===== config.mk =====
export PLATFORM = sky130hd
export DESIGN_NAME = smg_top
export DESIGN_NICKNAME = d
export VERILOG_FILES = /design/src/smg_pkg.sv /design/src/smg_stretch.sv /design/src/smg_axil.sv /design/src/smg_top.sv
export VERILOG_INCLUDE_DIRS = /design/src
export SDC_FILE = /design/constraint.sdc
export NUM_CORES = 1
export LEC_CHECK = 0
export ABC_AREA = 1
export BUFFER_PORTS_ARGS = -buffer_cell sky130_fd_sc_hd__buf_2
export CAP_MARGIN = 20
export CORE_MARGIN = 4
export CORE_UTILIZATION = 45
export DETAILED_ROUTE_END_ITERATION = 12
export PLACE_DENSITY = 0.71
export SKIP_LAST_GASP = 1
export SYNTH_ARGS = -nofsm -noshare
export SYNTH_HDL_FRONTEND = slang
export SYNTH_HIERARCHICAL = 1
export SYNTH_SLANG_ARGS = --single-unit
export TNS_END_PERCENT = 20

===== constraint.sdc =====
create_clock -name aclk -period 2.1 [get_ports aclk]
set_input_delay 0.315 -clock aclk [delete_from_list [all_inputs] [get_ports aclk]]
set_output_delay 0.315 -clock aclk [all_outputs]
set_load 0.05 [all_outputs]

===== src/smg_cfg.svh =====
// Constants for the sync marker generator: offsets, fields, resets, timing
`ifndef SMG_CFG_SVH
`define SMG_CFG_SVH
// Register byte offsets
`define SMG_CTRL_OFF     8'h00
`define SMG_DUTY_OFF     8'h04
`define SMG_STAT_OFF     8'h08
// Control register fields
`define SMG_CTRL_EN_BIT  0
`define SMG_CTRL_MODE_LO 4
`define SMG_CTRL_MODE_HI 6
// Reset values
`define SMG_CTRL_RST     32'h00000000
`define SMG_DUTY_RST     7'h32
// Minimum pulse width: 200 ns; stretch strictly longer
`define SMG_PULSE_NS     200
`define SMG_CLK_MHZ      250
`define SMG_PULSE_CYC    ((`SMG_PULSE_NS * `SMG_CLK_MHZ + 999) / 1000 + 1)
`define SMG_DUTY_MAX     7'h64
`endif


===== src/smg_pkg.sv =====
// Types for the sync marker generator
package smg_pkg;
  typedef enum logic [2:0] {
    SMG_PERIODIC,
    SMG_ARB,
    SMG_MOD,
    SMG_BURST_CNT,
    SMG_BURST_GATE,
    SMG_FSK,
    SMG_SWEEP
  } smg_mode_t;
  // Status flags of the waveform engine
  typedef struct packed {
    logic positive;
    logic first_sample;
    logic mod_zero_cross;
    logic burst_active;
    logic fsk_hop;
    logic sweep_start;
    logic sweep_end;
  } smg_engine_t;
endpackage


===== src/smg_stretch.sv =====
// Pulse stretcher holding a marker high past the minimum width
`timescale 1ns/1ps
`include "smg_cfg.svh"
module smg_stretch (
  // Clock and reset
  input  wire logic aclk,
  input  wire logic aresetn,
  // Trigger and stretched pulse
  input  wire logic trig,
  output logic      pulse
);
  logic [7:0] count;
  // Reload on each trigger, count down to zero
  always_ff @(posedge aclk) begin
    if (!aresetn) begin
      count <= 8'h00;
    end else if (trig) begin
      count <= 8'(`SMG_PULSE_CYC);
    end else if (count != 8'h00) begin
      count <= count - 8'h01;
    end
  end
  assign pulse = (count != 8'h00);
endmodule


===== src/smg_axil.sv =====
// AXI4-Lite slave carrying the marker control, duty and status words
`timescale 1ns/1ps
`include "smg_cfg.svh"
module smg_axil (
  // Clock and reset
  input  wire logic        aclk,
  input  wire logic        aresetn,
  // Write channels
  input  wire logic [7:0]  awaddr,
  input  wire logic        awvalid,
  output logic             awready,
  input  wire logic [31:0] wdata,
  input  wire logic [3:0]  wstrb,
  input  wire logic        wvalid,
  output logic             wready,
  output logic [1:0]       bresp,
  output logic             bvalid,
  input  wire logic        bready,
  // Read channels
  input  wire logic [7:0]  araddr,
  input  wire logic        arvalid,
  output logic             arready,
  output logic [31:0]      rdata,
  output logic [1:0]       rresp,
  output logic             rvalid,
  input  wire logic        rready,
  // Register contents and status
  output logic [31:0]      ctrl,
  output logic [6:0]       duty,
  input  wire logic [31:0] status
);
  logic        aw_held;
  logic        w_held;
  logic [7:0]  aw_addr;
  logic [31:0] w_data;
  logic [3:0]  w_strb;
  wire         do_write = aw_held && w_held && !bvalid;
  wire         hit_ctrl = (aw_addr == `SMG_CTRL_OFF);
  wire         hit_duty = (aw_addr == `SMG_DUTY_OFF);
  wire         wr_ok    = hit_ctrl || hit_duty || (aw_addr == `SMG_STAT_OFF);
  wire [6:0]   duty_in  = (w_data[6:0] > `SMG_DUTY_MAX) ? `SMG_DUTY_MAX : w_data[6:0];
  wire [31:0]  rd_word  = (araddr == `SMG_CTRL_OFF) ? ctrl :
                          (araddr == `SMG_DUTY_OFF) ? {25'h0, duty} :
                          (araddr == `SMG_STAT_OFF) ? status : 32'h00000000;
  wire         rd_ok    = (araddr == `SMG_CTRL_OFF) || (araddr == `SMG_DUTY_OFF) ||
                          (araddr == `SMG_STAT_OFF);
  assign awready = !aw_held;
  assign wready  = !w_held;
  assign arready = !rvalid;
  // Capture address and data in either order
  always_ff @(posedge aclk) begin
    if (!aresetn) begin
      aw_held <= 1'b0;
      w_held  <= 1'b0;
      aw_addr <= 8'h00;
      w_data  <= 32'h00000000;
      w_strb  <= 4'h0;
    end else begin
      if (awvalid && !aw_held) begin
        aw_held <= 1'b1;
        aw_addr <= awaddr;
      end else if (do_write) begin
        aw_held <= 1'b0;
      end
      if (wvalid && !w_held) begin
        w_held <= 1'b1;
        w_data <= wdata;
        w_strb <= wstrb;
      end else if (do_write) begin
        w_held <= 1'b0;
      end
    end
  end
  // Register update and write response
  always_ff @(posedge aclk) begin
    if (!aresetn) begin
      ctrl   <= `SMG_CTRL_RST;
      duty   <= `SMG_DUTY_RST;
      bvalid <= 1'b0;
      bresp  <= 2'h0;
    end else begin
      if (do_write) begin
        bvalid <= 1'b1;
        bresp  <= wr_ok ? 2'h0 : 2'h2;
        if (hit_ctrl && w_strb[0]) begin
          ctrl[7:0] <= w_data[7:0];
        end
        if (hit_duty && w_strb[0]) begin
          duty <= duty_in;
        end
      end else if (bready) begin
        bvalid <= 1'b0;
      end
    end
  end
  // Read response, one cycle after the address
  always_ff @(posedge aclk) begin
    if (!aresetn) begin
      rvalid <= 1'b0;
      rdata  <= 32'h00000000;
      rresp  <= 2'h0;
    end else if (arvalid && !rvalid) begin
      rvalid <= 1'b1;
      rdata  <= rd_word;
      rresp  <= rd_ok ? 2'h0 : 2'h2;
    end else if (rready) begin
      rvalid <= 1'b0;
    end
  end
endmodule


===== src/smg_top.sv =====
// Sync marker generator top: mode selection, marker register, assertions
//
// Behaviour
// - With marker disabled the line level is unspecified; here it is held low.
// - Periodic functions: marker high when waveform above offset, low below.
// - Arbitrary waveform: pulse over 200 ns at first stored sample.
// - AM/FM: pulse over 200 ns at each modulating zero crossing.
// - Counted burst: low during burst, high after count until next burst.
// - Gated burst: marker follows output sign relative to offset.
// - FSK: pulse over 200 ns at each switch to hop frequency.
// - Sweep: low at sweep start, high at sweep end; here a start and an end in the same cycle give one high cycle, then low.
// - Marker enable sits in volatile register cleared by reset.
// - Duty setting is a percentage high time, square waves only.
//
// The register addresses and the AXI4-Lite slave port were chosen for this implementation.
`timescale 1ns/1ps
`include "smg_cfg.svh"
module smg_top (
  // Clock and reset
  input  wire logic                aclk,
  input  wire logic                aresetn,
  // AXI4-Lite write
  input  wire logic [7:0]          s_axi_awaddr,
  input  wire logic                s_axi_awvalid,
  output logic                     s_axi_awready,
  input  wire logic [31:0]         s_axi_wdata,
  input  wire logic [3:0]          s_axi_wstrb,
  input  wire logic                s_axi_wvalid,
  output logic                     s_axi_wready,
  output logic [1:0]               s_axi_bresp,
  output logic                     s_axi_bvalid,
  input  wire logic                s_axi_bready,
  // AXI4-Lite read
  input  wire logic [7:0]          s_axi_araddr,
  input  wire logic                s_axi_arvalid,
  output logic                     s_axi_arready,
  output logic [31:0]              s_axi_rdata,
  output logic [1:0]               s_axi_rresp,
  output logic                     s_axi_rvalid,
  input  wire logic                s_axi_rready,
  // Waveform engine
  input  wire smg_pkg::smg_engine_t engine,
  input  wire logic                square_sel,
  input  wire logic [6:0]          phase_pct,
  // Outputs
  output logic                     sync_out,
  output logic                     square_high,
  output logic [6:0]               duty_pct
);
  logic [31:0]         ctrl;
  logic [6:0]          duty;
  logic                swept_high;
  logic                burst_done;
  logic                burst_prev;
  logic                pulse;
  wire  [31:0]         status;
  wire                 marker_en;
  wire  [2:0]          mode_bits;
  smg_pkg::smg_mode_t  mode;
  wire                 pulse_trig;
  logic                next_sync;
  wire                 pulse_mode;
  logic [7:0]          run_hi;

  // Control decode
  assign marker_en = ctrl[`SMG_CTRL_EN_BIT];
  assign mode_bits = ctrl[`SMG_CTRL_MODE_HI:`SMG_CTRL_MODE_LO];
  assign mode      = smg_pkg::smg_mode_t'(mode_bits);
  assign status    = {25'h0, pulse, burst_done, swept_high, square_high,
                      sync_out, engine.positive, marker_en};
  // Marker enabled in one of the pulse-type modes
  assign pulse_mode = marker_en && ((mode == smg_pkg::SMG_ARB) || (mode == smg_pkg::SMG_MOD) ||
                                    (mode == smg_pkg::SMG_FSK));

  smg_axil u_axil (
    .aclk    (aclk),
    .aresetn (aresetn),
    .awaddr  (s_axi_awaddr),
    .awvalid (s_axi_awvalid),
    .awready (s_axi_awready),
    .wdata   (s_axi_wdata),
    .wstrb   (s_axi_wstrb),
    .wvalid  (s_axi_wvalid),
    .wready  (s_axi_wready),
    .bresp   (s_axi_bresp),
    .bvalid  (s_axi_bvalid),
    .bready  (s_axi_bready),
    .araddr  (s_axi_araddr),
    .arvalid (s_axi_arvalid),
    .arready (s_axi_arready),
    .rdata   (s_axi_rdata),
    .rresp   (s_axi_rresp),
    .rvalid  (s_axi_rvalid),
    .rready  (s_axi_rready),
    .ctrl    (ctrl),
    .duty    (duty),
    .status  (status)
  );

  // Pulse triggers of the pulse-type modes
  // first sample, zero crossing and hop triggers
  assign pulse_trig = ((mode == smg_pkg::SMG_ARB)   && engine.first_sample) ||
                      ((mode == smg_pkg::SMG_MOD)   && engine.mod_zero_cross) ||
                      ((mode == smg_pkg::SMG_FSK)   && engine.fsk_hop);

  smg_stretch u_stretch (
    .aclk    (aclk),
    .aresetn (aresetn),
    .trig    (pulse_trig),
    .pulse   (pulse)
  );

  // Burst completion and sweep phase tracking
  always_ff @(posedge aclk) begin
    if (!aresetn) begin
      burst_prev <= 1'b0;
      burst_done <= 1'b0;
      swept_high <= 1'b0;
    end else begin
      burst_prev <= engine.burst_active;
      if (engine.burst_active) begin
        burst_done <= 1'b0;
      end else if (burst_prev) begin
        burst_done <= 1'b1;
      end
      if (engine.sweep_start) begin
        swept_high <= 1'b0;
      end else if (engine.sweep_end) begin
        swept_high <= 1'b1;
      end
    end
  end

  // Marker selection by mode
  always_comb begin
    next_sync = 1'b0;
    case (mode)
      smg_pkg::SMG_PERIODIC:   next_sync = engine.positive;
      smg_pkg::SMG_BURST_GATE: next_sync = engine.positive;
      smg_pkg::SMG_BURST_CNT:  next_sync = burst_done && !engine.burst_active;
      smg_pkg::SMG_SWEEP:      next_sync = engine.sweep_end ||
                                           (swept_high && !engine.sweep_start);
      smg_pkg::SMG_ARB,
      smg_pkg::SMG_MOD,
      smg_pkg::SMG_FSK:        next_sync = pulse || pulse_trig;
      default:                 next_sync = 1'b0;
    endcase
    if (!marker_en) begin
      next_sync = 1'b0;
    end
  end

  always_ff @(posedge aclk) begin
    if (!aresetn) begin
      sync_out <= 1'b0;
    end else begin
      sync_out <= next_sync;
    end
  end

  always_ff @(posedge aclk) begin
    if (!aresetn) begin
      square_high <= 1'b0;
      duty_pct    <= `SMG_DUTY_RST;
    end else begin
      square_high <= square_sel && (phase_pct < duty);
      duty_pct    <= duty;
    end
  end

  // Length of the current stretched pulse, saturating
  always_ff @(posedge aclk) begin
    if (!aresetn) begin
      run_hi <= 8'h00;
    end else if (!pulse) begin
      run_hi <= 8'h00;
    end else if (run_hi != 8'hff) begin
      run_hi <= run_hi + 8'h01;
    end
  end
endmodule


== Word-level counts from Yosys, hierarchy flattened ==
Index checks and enable logic that the tools add are counted.

* Flip-flop bits (word level): 92
* Input bits: 74
* Output and inout port bits: 50
* Word-level logic and storage cells: 94

* Add/sub/neg operators: 1
* $lt $le $gt $ge: 2
* Equal/unequal tests: 10
* Muxes and demuxes: 16
* Bitwise logic cells: 1
* Reductions and logical operators: 44

{| class="wikitable"
|+ Operators by type and width
! kind !! number
|-
| two-way mux 32 bit || 2
|-
| == test 8 x 3 -> 1 bit (second input constant) || 2
|-
| == test 8 x 4 -> 1 bit (second input constant) || 2
|-
| logical NOT 8 bit || 2
|-
| two-way mux 7 bit || 2
|-
| logical AND 1 bit || 13
|-
| two-way mux 6 bit || 2
|-
| nonzero test 2 bit || 5
|-
| == test 3 bit (second input constant) || 3
|-
| logical OR 1 bit || 8
|-
| nonzero test 8 bit || 1
|-
| OR reduction 2 bit || 4
|-
| subtractor 8 x 1 -> 8 bit (second input constant) || 1
|-
| greater-than comparator 7 bit (second input constant) || 1
|-
| less-than comparator 7 bit || 1
|-
| two-way mux 1 bit || 7
|-
| == test 3 x 2 -> 1 bit (second input constant) || 2
|-
| logical NOT 1 bit || 6
|-
| AND reduction 2 bit || 3
|-
| two-way mux 2 bit || 2
|-
| one-hot mux 1 bit (4 select lines) || 1
|-
| == test 3 x 1 -> 1 bit (second input constant) || 1
|-
| logical NOT 3 bit || 1
|-
| OR reduction 3 bit || 1
|-
| NOT 1 bit || 1
|}

== Depth between registers and ports, before layout ==
Gate-level depths: netlist of the first run.

* Depth in word-level cells: 6
* Mapped depth: 9
* Depth with buffers taken out: 9

== Hierarchy ==
The synthesis of the first run kept the hierarchy.

{| class="wikitable"
|+ By module, submodules not included
! module !! instances !! cells an instance !! area each (µm²) !! seq. area each (µm²)
|-
| smg_axil || 1 || 406 || 3057.9 || 1401.3
|-
| smg_top || 1 || 88 || 606.8 || 240.2
|-
| smg_stretch || 1 || 65 || 449.2 || 160.2
|}

== Least setup slack after synthesis of the first run ==
No wires, ideal clock.

* Kind: register -> register
* Start: register u_axil.rvalid
* End: register u_axil.rvalid
* Library setup time: 0.115 ns
* Arrival: 1.741 ns
* Data required time: 1.985 ns
* Path slack: 0.244 ns
* Stages on the path, launching flop included: 6
* Buffers on the path: 1
* Period minus slack after synthesis: 1.856 ns
* Cell sequence: dfxtp_1 inv_1 nand2_1 clkinv_1 buf_2 o21a_1

* Cells in the longest elaborated chain, start to end: 3
* Elaborated cells between the ends (all ways): 4
* Classes of those cells: 1 x mux; 3 x reduce/logical

{| class="wikitable"
|+ RTL lines
! element !! line !! source
|-
| start, declared || smg_axil.sv:25 || <nowiki>output logic rvalid,</nowiki>
|-
| start signal, assigned || smg_axil.sv:99 || <nowiki>rvalid <= 1'b0;</nowiki>
|-
| start signal, assigned || smg_axil.sv:103 || <nowiki>rvalid <= 1'b1;</nowiki>
|-
| start signal, assigned || smg_axil.sv:107 || <nowiki>rvalid <= 1'b0;</nowiki>
|-
| logical NOT 1 bit * || n/a ||
|-
| via s_axi_arready || smg_top.sv:36 || <nowiki>output logic s_axi_arready,</nowiki>
|-
| logical AND 1 bit * || smg_axil.sv:102 || <nowiki>end else if (arvalid && !rvalid) begin</nowiki>
|-
| two-way mux 1 bit / nonzero test 2 bit (equally long branches) || n/a ||
|}

Mark *: on every way through the listed nets, which the timed path passes. The rest lies on a longest branch.
A chain may end at the register's enable or synchronous reset.

== Worst setup path after layout of the first run ==
* Start: register u_axil.rvalid
* End: register u_axil.rdata[7]

* Cells in the longest elaborated chain, start to end: 2

{| class="wikitable"
|+ RTL lines
! element !! line !! source
|-
| logical NOT 1 bit || smg_axil.sv:102 ||
|-
| logical AND 1 bit || smg_axil.sv:102 ||
|-
| end signal, assigned || smg_axil.sv:104 || <nowiki>rdata <= rd_word;</nowiki>
|-
| end, declared || smg_axil.sv:23 || <nowiki>output logic [31:0] rdata,</nowiki>
|}

Every way passes these cells.

==> results of run 1 <==
stage by stage:
stage / area (µm²) / worst slack (ns) / hold slack [ns] / cells / total power (µW)
floorplan: 4030 / 0.244 / 0.394 / 560 / 2470
global placement: 4560 / 0.604 / 0.448 / 744 / 2620
detailed placement: 4560 / 0.541 / 0.449 / 744 / 2640
CTS: 4740 / 0.576 / 0.124 / 760 / 3740
global route: 4740 / 0.424 / 0.130 / 760 / 3950
finish: 4740 / 0.583 / 0.138 / 760 / 3710
registers in the layout, indices dropped and copies added (netlist names):
register         count
u_axil/rvalid        1
u_stretch/count      8
u_axil/ctrl          8
u_axil/w_strb        1
u_axil/rresp         1
sync_out             1
burst_prev           1
u_axil/aw_addr       8
u_axil/bresp         1
duty_pct             7
u_axil/w_data        8
u_axil/rdata        32
swept_high           1
burst_done           1
u_axil/duty          7
square_high          1
u_axil/w_held        1
u_axil/aw_held       1
u_axil/bvalid        1
per-layer routing:
metal  track usage  wire length [µm]  up-vias
met1         0.226              4150     1663
met4        0.0542               113        0
met3        0.0393               480       10
li1              -                 -     1923
met2         0.295              4420       92
met5             0                 0        -
report_power, final:
| group | leakage (µW) | switching, µW | internal (µW) | total [µW] |
|---|---|---|---|---|
| Clock | 0.0000919 | 609 | 499 | 1110 |
| Combinational | 0.00144 | 481 | 255 | 736 |
| Sequential | 0.000733 | 68.1 | 1800 | 1870 |
| Total | 0.00227 | 1160 | 2550 | 3710 |
area by class of cell:
type | instances | share of cell area
Timing Repair Buffer | 100 | 0.109
Sequential cell | 90 | 0.380
Clock buffer | 11 | 0.0319
Inverter | 66 | 0.0522
Multi-Input combinational cell | 383 | 0.392
Clock inverter | 5 | 0.00791
Tap cell | 105 | 0.0277
worst min-delay path by stage:
stage,startpoint,endpoint
after floorplan,engine[3],burst_done
final,engine[1],swept_high
after detailed placement,u_axil/ctrl[1],u_axil/ctrl[1]
after global routing,engine[1],swept_high
after CTS,engine[1],swept_high
after global placement,u_axil/rdata[16],u_axil/rdata[16]
==> summary.txt, run 1 <==
Setup path
  • Crit path depth: 7
  • FF-to-FF End: u_axil/rdata[7]
  • Worst Setup Start Kind: register
  • Reg2Reg Setup Slack: 0.58 ns
  • Cell family with most CP delay: buffers and inverters
  • CP Launch Point: u_axil/rvalid
  • Slowest CP cell: dfxtp_1
  • Critical Path AT: 1.77 ns
  • Slowest stage delay, CP: 0.33 ns
  • Reg2reg path depth: 7
  • Endpoint class of the critical path: register
  • Worst path cell trace: inv_1, nand2_1, buf_4, clkinv_1, o21ai_0, a21o_1, inv_1
  • Kind of critical path: reg2reg
  • Bufs and invs on worst path: 4
  • Reg2reg start: u_axil/rvalid
  • CP endpoint: u_axil/rdata[7]
  • Crit-path most repeated cell: inv_1
  • Crit Path Max Fanout: 16
  • Worst EP required: 2.35 ns

Yosys
  • Mapped Avg Cell Area: 7.35 µm²
  • Yosys warning count: 6
  • Mapped Area: 0.00393 mm²
  • Syn Inst Count: 535

Drt
  • DRC: 0
  • Iter 0 DRT Violations: 173
  • Via count: 3688
  • Post-route ant nets: 0
  • Post-DR vias/cell: 4.85
  • Pre-antenna DRT Iters: 5
  • DR WL/cell: 12.1 µm
  • WL final: 9160 µm

Timing
  • Fin Setup TNS: 0 ns
  • Final period utilization: 0.722
  • Fin crit period: 1.52 ns
  • Worst-Margin Slew: 1.07 ns
  • RSZ-0062 raised after global routing: false
  • Max_slew headroom: 0.285
  • Final setup skew: 0.0105 ns
  • Final Setup Violations: 0
  • Hold Fails Final Rpt: 0
  • Slew Limit Fails: 0
  • Fmax: 0.659 GHz

CTS
  • TritonCTS Buffers: 9
  • CTS H-Tree Depth: 3
  • Root Buffer: clkbuf_8
  • Clk pin slew, worst setup/hold paths: 0.09 ns
  • TritonCTS clock tree: built
  • Num Clock Sinks: 90
  • Post-cts sizing count: 0
  • Skew-Pair Late Insertion Delay: 0.35 ns
  • Setup bufs post-CTS: 0
  • Buffer depth of the longest clock path: 2
  • CTS Hold Bufs: 0

Finish
  • Syn-to-layout area delta: 20.6%
  • Post-Route Utilization: 0.569
  • Most frequent cells in the layout: buf_2 (94), nand2_1 (93), dfxtp_1 (90), a21oi_1 (64)
  • Final-layout fill cell count: 813
  • Multi-input logic area: 0.00186 mm²
  • Layout cell share with drive strength beyond 1: 0.215
  • Reg area: 0.00180 mm²
  • Most common cell after layout, fill and taps aside: buf_2
  • Final #Nets: 732
  • Diodes inserted: 0

Floorplanning
  • Core footprint: 0.00834 mm²
  • Die ar.: 0.0103 mm²
  • Die Wd: 101 µm
  • Die Y: 101 µm
  • Ports: 124
  • Number of cell rows: 33
  • Starting density of the core: 0.472

Global route
  • Vias in the first global route: 3388
  • First-pass GRT wire length: 14800 µm
  • GRT Overall Usage: 0.176
  • GRT overflow: 0
  • Largest net degree at the start of global routing: 52
  • Initial antenna violation count: 0

Run status
  • Status: finished clean

Placement
  • Port buffer count: 94
  • Gp weighted congestion: 0.788
  • Detail Placement HPWL: 6650 µm

Min path
  • Hold path depth: 2
  • Hold Crit Class: in2reg

Pwr
  • Max VDD drop: 0.000389 V
  • Power per cell area: 782 mW/mm²
  • Leak: 0.00227 µW

Run
  • Max Cap Violations: 0
No activity file was read; power rests on OpenSTA's default activity.
==> inputs of run 2 (changes only) <==
ABC_AREA = 0   (was 1)
clock period = 1.45 ns   (was 2.1 ns; I/O delays follow)
==> run 2 against run 1 <==
The run now ends with setup timing left. Clock-buffer cell count is 1 higher. Die area is 0.87% lower. Worst setup slack worse by 0.81 ns. Critical path type unchanged. Largest cell class unchanged.
==> summary.txt, run 2 <==
Min path
  • Min-delay src: engine[1]
  • Hold Crit Class: in2reg
  • Sink of the worst hold path: swept_high
  • Hold path depth: 2

Floorplanning
  • Die Y: 101 µm
  • Number of cell rows: 33
  • Ports: 124
  • Die Wd: 101 µm
  • Core footprint: 0.00830 mm²
  • Die ar.: 0.0102 mm²
  • Starting density of the core: 0.469

CTS
  • Clk pin slew, worst setup/hold paths: 0.08 ns
  • TritonCTS clock tree: built
  • TritonCTS Buffers: 9
  • Buffer depth of the longest clock path: 2
  • Num Clock Sinks: 90
  • CTS Hold Bufs: 0
  • Skew-Pair Late Insertion Delay: 0.34 ns
  • Root Buffer: clkbuf_8
  • CTS H-Tree Depth: 3

Finish
  • Syn-to-layout area delta: 30.3%
  • Max reg flops: 32
  • Non-filler instance count after layout: 690
  • Final #Nets: 664
  • Most frequent cells in the layout: buf_2 (94), dfxtp_1 (87), nand2_1 (71), buf_4 (43), a21oi_1 (42)
  • Layout cell share with drive strength beyond 1: 0.301
  • Cell area after layout: 0.00507 mm²
  • Most flop-heavy register: u_axil/rdata
  • Diodes inserted: 0
  • Most common cell after layout, fill and taps aside: buf_2

Setup path
  • Reg2reg start: u_axil/aw_addr[4]
  • Worst Setup Start Kind: register
  • FF-to-FF End: u_axil/duty[4]
  • Endpoint class of the critical path: register
  • Reg2Reg Setup Slack: -0.22 ns
  • Crit Path Max Fanout: 3
  • Critical Path AT: 1.90 ns
  • Kind of critical path: reg2reg
  • Worst EP required: 1.68 ns
  • Reg2reg path depth: 3
  • CP Launch Point: u_axil/aw_addr[4]

Timing
  • Final Setup Violations: 26
  • Hold Fails Final Rpt: 0
  • Fin Setup TNS: -3.53 ns
  • Fin crit period: 1.67 ns
  • Fmax: 0.598 GHz
  • RSZ-0062 raised after global routing: true
  • PnR worst setup slack: -0.223 ns
  • Slew Limit Fails: 0
  • WHS: 0.0453 ns
  • Final setup skew: 0.00613 ns
  • Final period utilization: 1.15

Drt
  • DRC: 0
  • Via count: 3576
  • Post-route ant nets: 0
  • Post-DR vias/cell: 5.18
  • Iter 0 DRT Violations: 155
  • DR WL/cell: 14.1 µm
  • WL final: 9720 µm
  • Pre-antenna DRT Iters: 6

Global route
  • First-pass GRT wire length: 15700 µm
  • GRT Overall Usage: 0.189
  • Largest net degree at the start of global routing: 52
  • Initial antenna violation count: 0
  • GRT overflow: 0
  • Vias in the first global route: 3467

Yosys
  • Yosys warning count: 6
  • Syn Inst Count: 437
  • Mapped Avg Cell Area: 8.92 µm²
  • Mapped Area: 0.00390 mm²

Pwr
  • Clock share of power: 0.269
  • Leak: 0.00224 µW
  • Max VDD drop: 0.000567 V
  • Comb pwr share: 0.256
  • Sequential share of power: 0.475
  • Total internal power: 4100 µW
  • Pwr Total: 5810 µW
  • Switch Pwr: 1710 µW
  • Sw Share: 0.294
  • Power per cell area: 1140 mW/mm²

Placement
  • Port buffer count: 94
  • Gp weighted congestion: 0.795
  • Placed inst area: 0.00485 mm²
  • Cell count after placement: 674
  • Detail Placement HPWL: 7150 µm

Run
  • Max Cap Violations: 0

Run status
  • Violated checks: setup timing
  • Status: finished, violations left
[run 2: how the worst max path moves through the flow]
stage / end
floorplan: u_axil/duty[2]
global placement: u_axil/duty[6]
detailed placement: u_axil/ctrl[4]
CTS: u_axil/ctrl[4]
global route: u_axil/duty[2]
finish: u_axil/duty[4]
[run 2: layout make-up]
type	instances	area (µm²)
inverters	17	63.8
multi-input cells	324	2050
repair buffers	140	845
clock inverters	2	12.5
fillers	750	3220
flip-flops and latches	90	1810
well taps	105	131
clock buffers	12	165
[run 2: routing by layer]
metal / vias up / global-route usage / wire length, µm
met4: 0 / 0.0706 / 195
met1: 1651 / 0.242 / 4220
met5: - / 0 / 0
met2: 93 / 0.315 / 4750
li1: 1813 / - / -
met3: 19 / 0.0360 / 547
[run 2: timing repair]
item / in CTS / in global routing
pin swaps: 0 / 5
gates resized for setup: 1 / 11
buffers inserted: 0 / 2
endpoints found under the setup margin: 26 / 26
[run 2: per-stage QoR]
| step | setup WS [ns] | util |
|---|---|---|
| finish | -0.223 | 0.611 |
| global route | -0.286 | 0.611 |
| CTS | -0.215 | 0.606 |
| detailed placement | -0.204 | 0.584 |
| global placement | -0.184 | 0.584 |
| floorplan | -0.182 | - |
[run 2: critical path, cell delays in order (launching register included)]
cell and delay, ns:
dfxtp_1 0.32, or4_4 0.57, or4_1 0.52, mux2i_1 0.16
[run 2: power groups by stage]
stage	Sequential, µW	Combinational, µW	Clock, µW
2_1_floorplan	2810	782	0
3_5_place_dp	2810	1340	0
3_3_place_gp	2800	1300	0
6_report	2760	1490	1560
5_1_grt	2780	1620	1730
4_1_cts	2750	1350	1620
==> inputs of run 3 (changes only) <==
PLACE_DENSITY = 0.75   (was 0.71)
SYNTH_HIERARCHICAL = default   (was 1)
==> run 3 against run 2 <==
Hold slack worse by 0.0020 ns. The run still ends with setup timing left. Register-to-register slack better by 0.21 ns. Clock power is essentially flat. Power shrank 17%. Critical path depth grew 1. Die area down 20%. Area after synthesis shrank 22%.
==> summary.txt, run 3 <==
Setup path
  • CP Launch Point: u_axil.ctrl[6]
  • Reg2Reg Setup Slack: -0.01 ns
  • Critical Path AT: 1.75 ns
  • Reg2reg path depth: 4
  • Endpoint class of the critical path: register
  • Worst EP required: 1.73 ns
  • CP endpoint: u_stretch.count[3]
  • Crit Path Max Fanout: 4
  • Kind of critical path: reg2reg
  • FF-to-FF End: u_stretch.count[3]
  • Reg2reg start: u_axil.ctrl[6]
  • Worst Setup Start Kind: register

CTS
  • CTS H-Tree Depth: 3
  • Buffer depth of the longest clock path: 2
  • TritonCTS Buffers: 9
  • Root Buffer: clkbuf_8
  • Skew-Pair Late Insertion Delay: 0.35 ns
  • Clk pin slew, worst setup/hold paths: 0.07 ns
  • Num Clock Sinks: 66
  • TritonCTS clock tree: built

Finish
  • Syn-to-layout area delta: 25.5%
  • Most frequent cells in the layout: buf_2 (70), dfxtp_1 (62), nand2_1 (40), nor2_1 (29), a21oi_1 (28)
  • Non-filler instance count after layout: 530
  • Most common cell after layout, fill and taps aside: buf_2
  • Layout cell share with drive strength beyond 1: 0.311
  • Diodes inserted: 0
  • Final #Nets: 529

Yosys
  • Mapped Area: 0.00305 mm²
  • Post-synth top area share: 0.433
  • #FFs+latches synth: 66
  • Predominant post-synthesis flop cell: dfxtp_1
  • Part of the Yosys area used for sequential elements: 0.433
  • Cell taking the most area after synthesis: dfxtp_1
  • Syn Inst Count: 358
  • Post-synth EDFFs: 0
  • Netlist cell types: 47
  • Yosys warning count: 0
  • Synth top area cells: dfxtp_1 (43%), buf_4 (6.9%), mux2i_1 (5.2%), a21oi_1 (4.9%), nand2_1 (4.9%)
  • Most frequent cell after synthesis: dfxtp_1
  • Synth top cells by count: dfxtp_1 (66), nand2_1 (40), nor2_1 (31), a21oi_1 (30), buf_4 (28)
  • Mapped Avg Cell Area: 8.53 µm²
  • Ys async rst share: 0

Drt
  • WL final: 7120 µm
  • Via count: 2715
  • Post-DR vias/cell: 5.12
  • Iter 0 DRT Violations: 141
  • Post-route ant nets: 0
  • DRC: 0
  • DR WL/cell: 13.4 µm
  • Pre-antenna DRT Iters: 4

Pwr
  • Pwr Total: 4810 µW
  • Max VDD drop: 0.000621 V
  • Power per cell area: 1260 mW/mm²
  • Leak: 0.00169 µW

Run
  • Max Cap Violations: 0

Timing
  • Slew Limit Fails: 0
  • RSZ-0062 raised after global routing: true
  • Final period utilization: 1.01
  • Hold Fails Final Rpt: 0
  • PnR worst setup slack: -0.0123 ns
  • Final Setup Violations: 6
  • Max_slew headroom: 0.646
  • Fmax: 0.684 GHz
  • Worst-Margin Slew: 0.523 ns
  • Fin Setup TNS: -0.0483 ns
  • Fin crit period: 1.46 ns
  • Final setup skew: 0.0105 ns

Floorplanning
  • Die Y: 90.4 µm
  • Starting density of the core: 0.473
  • Die Wd: 90.4 µm
  • Die ar.: 0.00817 mm²
  • Core footprint: 0.00646 mm²
  • Ports: 124
  • Number of cell rows: 29

Global route
  • Vias in the first global route: 2545
  • GRT overflow: 0
  • Initial antenna violation count: 0
  • GRT Overall Usage: 0.176
  • First-pass GRT wire length: 11800 µm
  • Largest net degree at the start of global routing: 26

Placement
  • Gp weighted congestion: 0.851
  • Port buffer count: 70
  • Cell count after placement: 511
  • Detail Placement HPWL: 5370 µm

Min path
  • Hold Crit Class: in2reg

Run status
  • Violated checks: setup timing
  • Status: finished, violations left
==> run 3: cells by family (layout without fill, tap and decap cells) <==
group / after synthesis / in the layout / synth area share
AO/OA/AOI/OAI: 79 / 79 / 0.160
XOR/XNOR: 4 / 4 / 0.0115
adder cells (fa/ha/maj): 7 / 7 / 0.0287
buffers and inverters: 59 / 129 / 0.110
flip-flops: 66 / 66 / 0.433
multiplexers: 18 / 18 / 0.0611
other: 1 / 26 / 0.00123
AND/OR/NAND/NOR: 124 / 124 / 0.195
==> run 3: layout make-up <==
class	count	area, µm²
tap	77	96.3
fill	585	2630
clock buffer	14	163
clock inverter	2	35.0
sequential	66	1330
timing repair buffer	97	568
multi-input combinational	258	1580
inverter	16	60.1
==> run 3: per-layer routing <==
layer,GRT usage,vias to the layer above,part of all wire
met5,0,-,0
met3,0.0592,7,0.064
met1,0.210,1264,0.43
met2,0.299,79,0.49
met4,0.0536,0,0.0095
li1,-,1365,-
==> run 3: worst max-delay path, stage by stage (launching register included) <==
cell	delay, ns
dfxtp_4	0.37
mux2_4	0.30
a31o_4	0.23
or3b_4	0.41
a21oi_2	0.10
==> run 3: metrics by stage <==
step	area, µm²	util	setup slack (ns)	hold WS (ns)
finish	3830	0.593	-0.0123	0.0433
global route	3830	0.593	-0.0840	0.0476
CTS	3730	0.577	-0.0386	0.0290
detailed placement	3500	0.542	-0.167	0.399
global placement	3500	0.542	-0.159	0.398
floorplan	3150	-	-0.153	0.297
==> run 3: how the worst min path moves through the flow <==
stage                            start  depth (start not counted)  slack (ns)       endpoint
after CTS                 s_axi_rready                          2        0.03  u_axil.rvalid
after global routing      s_axi_rready                          2        0.05  u_axil.rvalid
after floorplan              engine[3]                          1        0.30     burst_done
final                     s_axi_rready                          2        0.04  u_axil.rvalid
after global placement    s_axi_rready                          2        0.40  u_axil.rvalid
after detailed placement  s_axi_rready                          2        0.40  u_axil.rvalid
==> run 3: where the power goes <==
part           internal, µW  switching (µW)  total, µW
sequential             1940             129       2070
combinational           507             681       1190
clock                   888             668       1560
==> run 3: timing repair <==
action,4_1_cts,5_1_grt
resized for setup,15,28
hold endpoints to repair,0,0
cloned,0,0
setup buffers,2,1
hold buffers,0,0
endpoints found under the setup margin,20,25
pin swaps,6,4
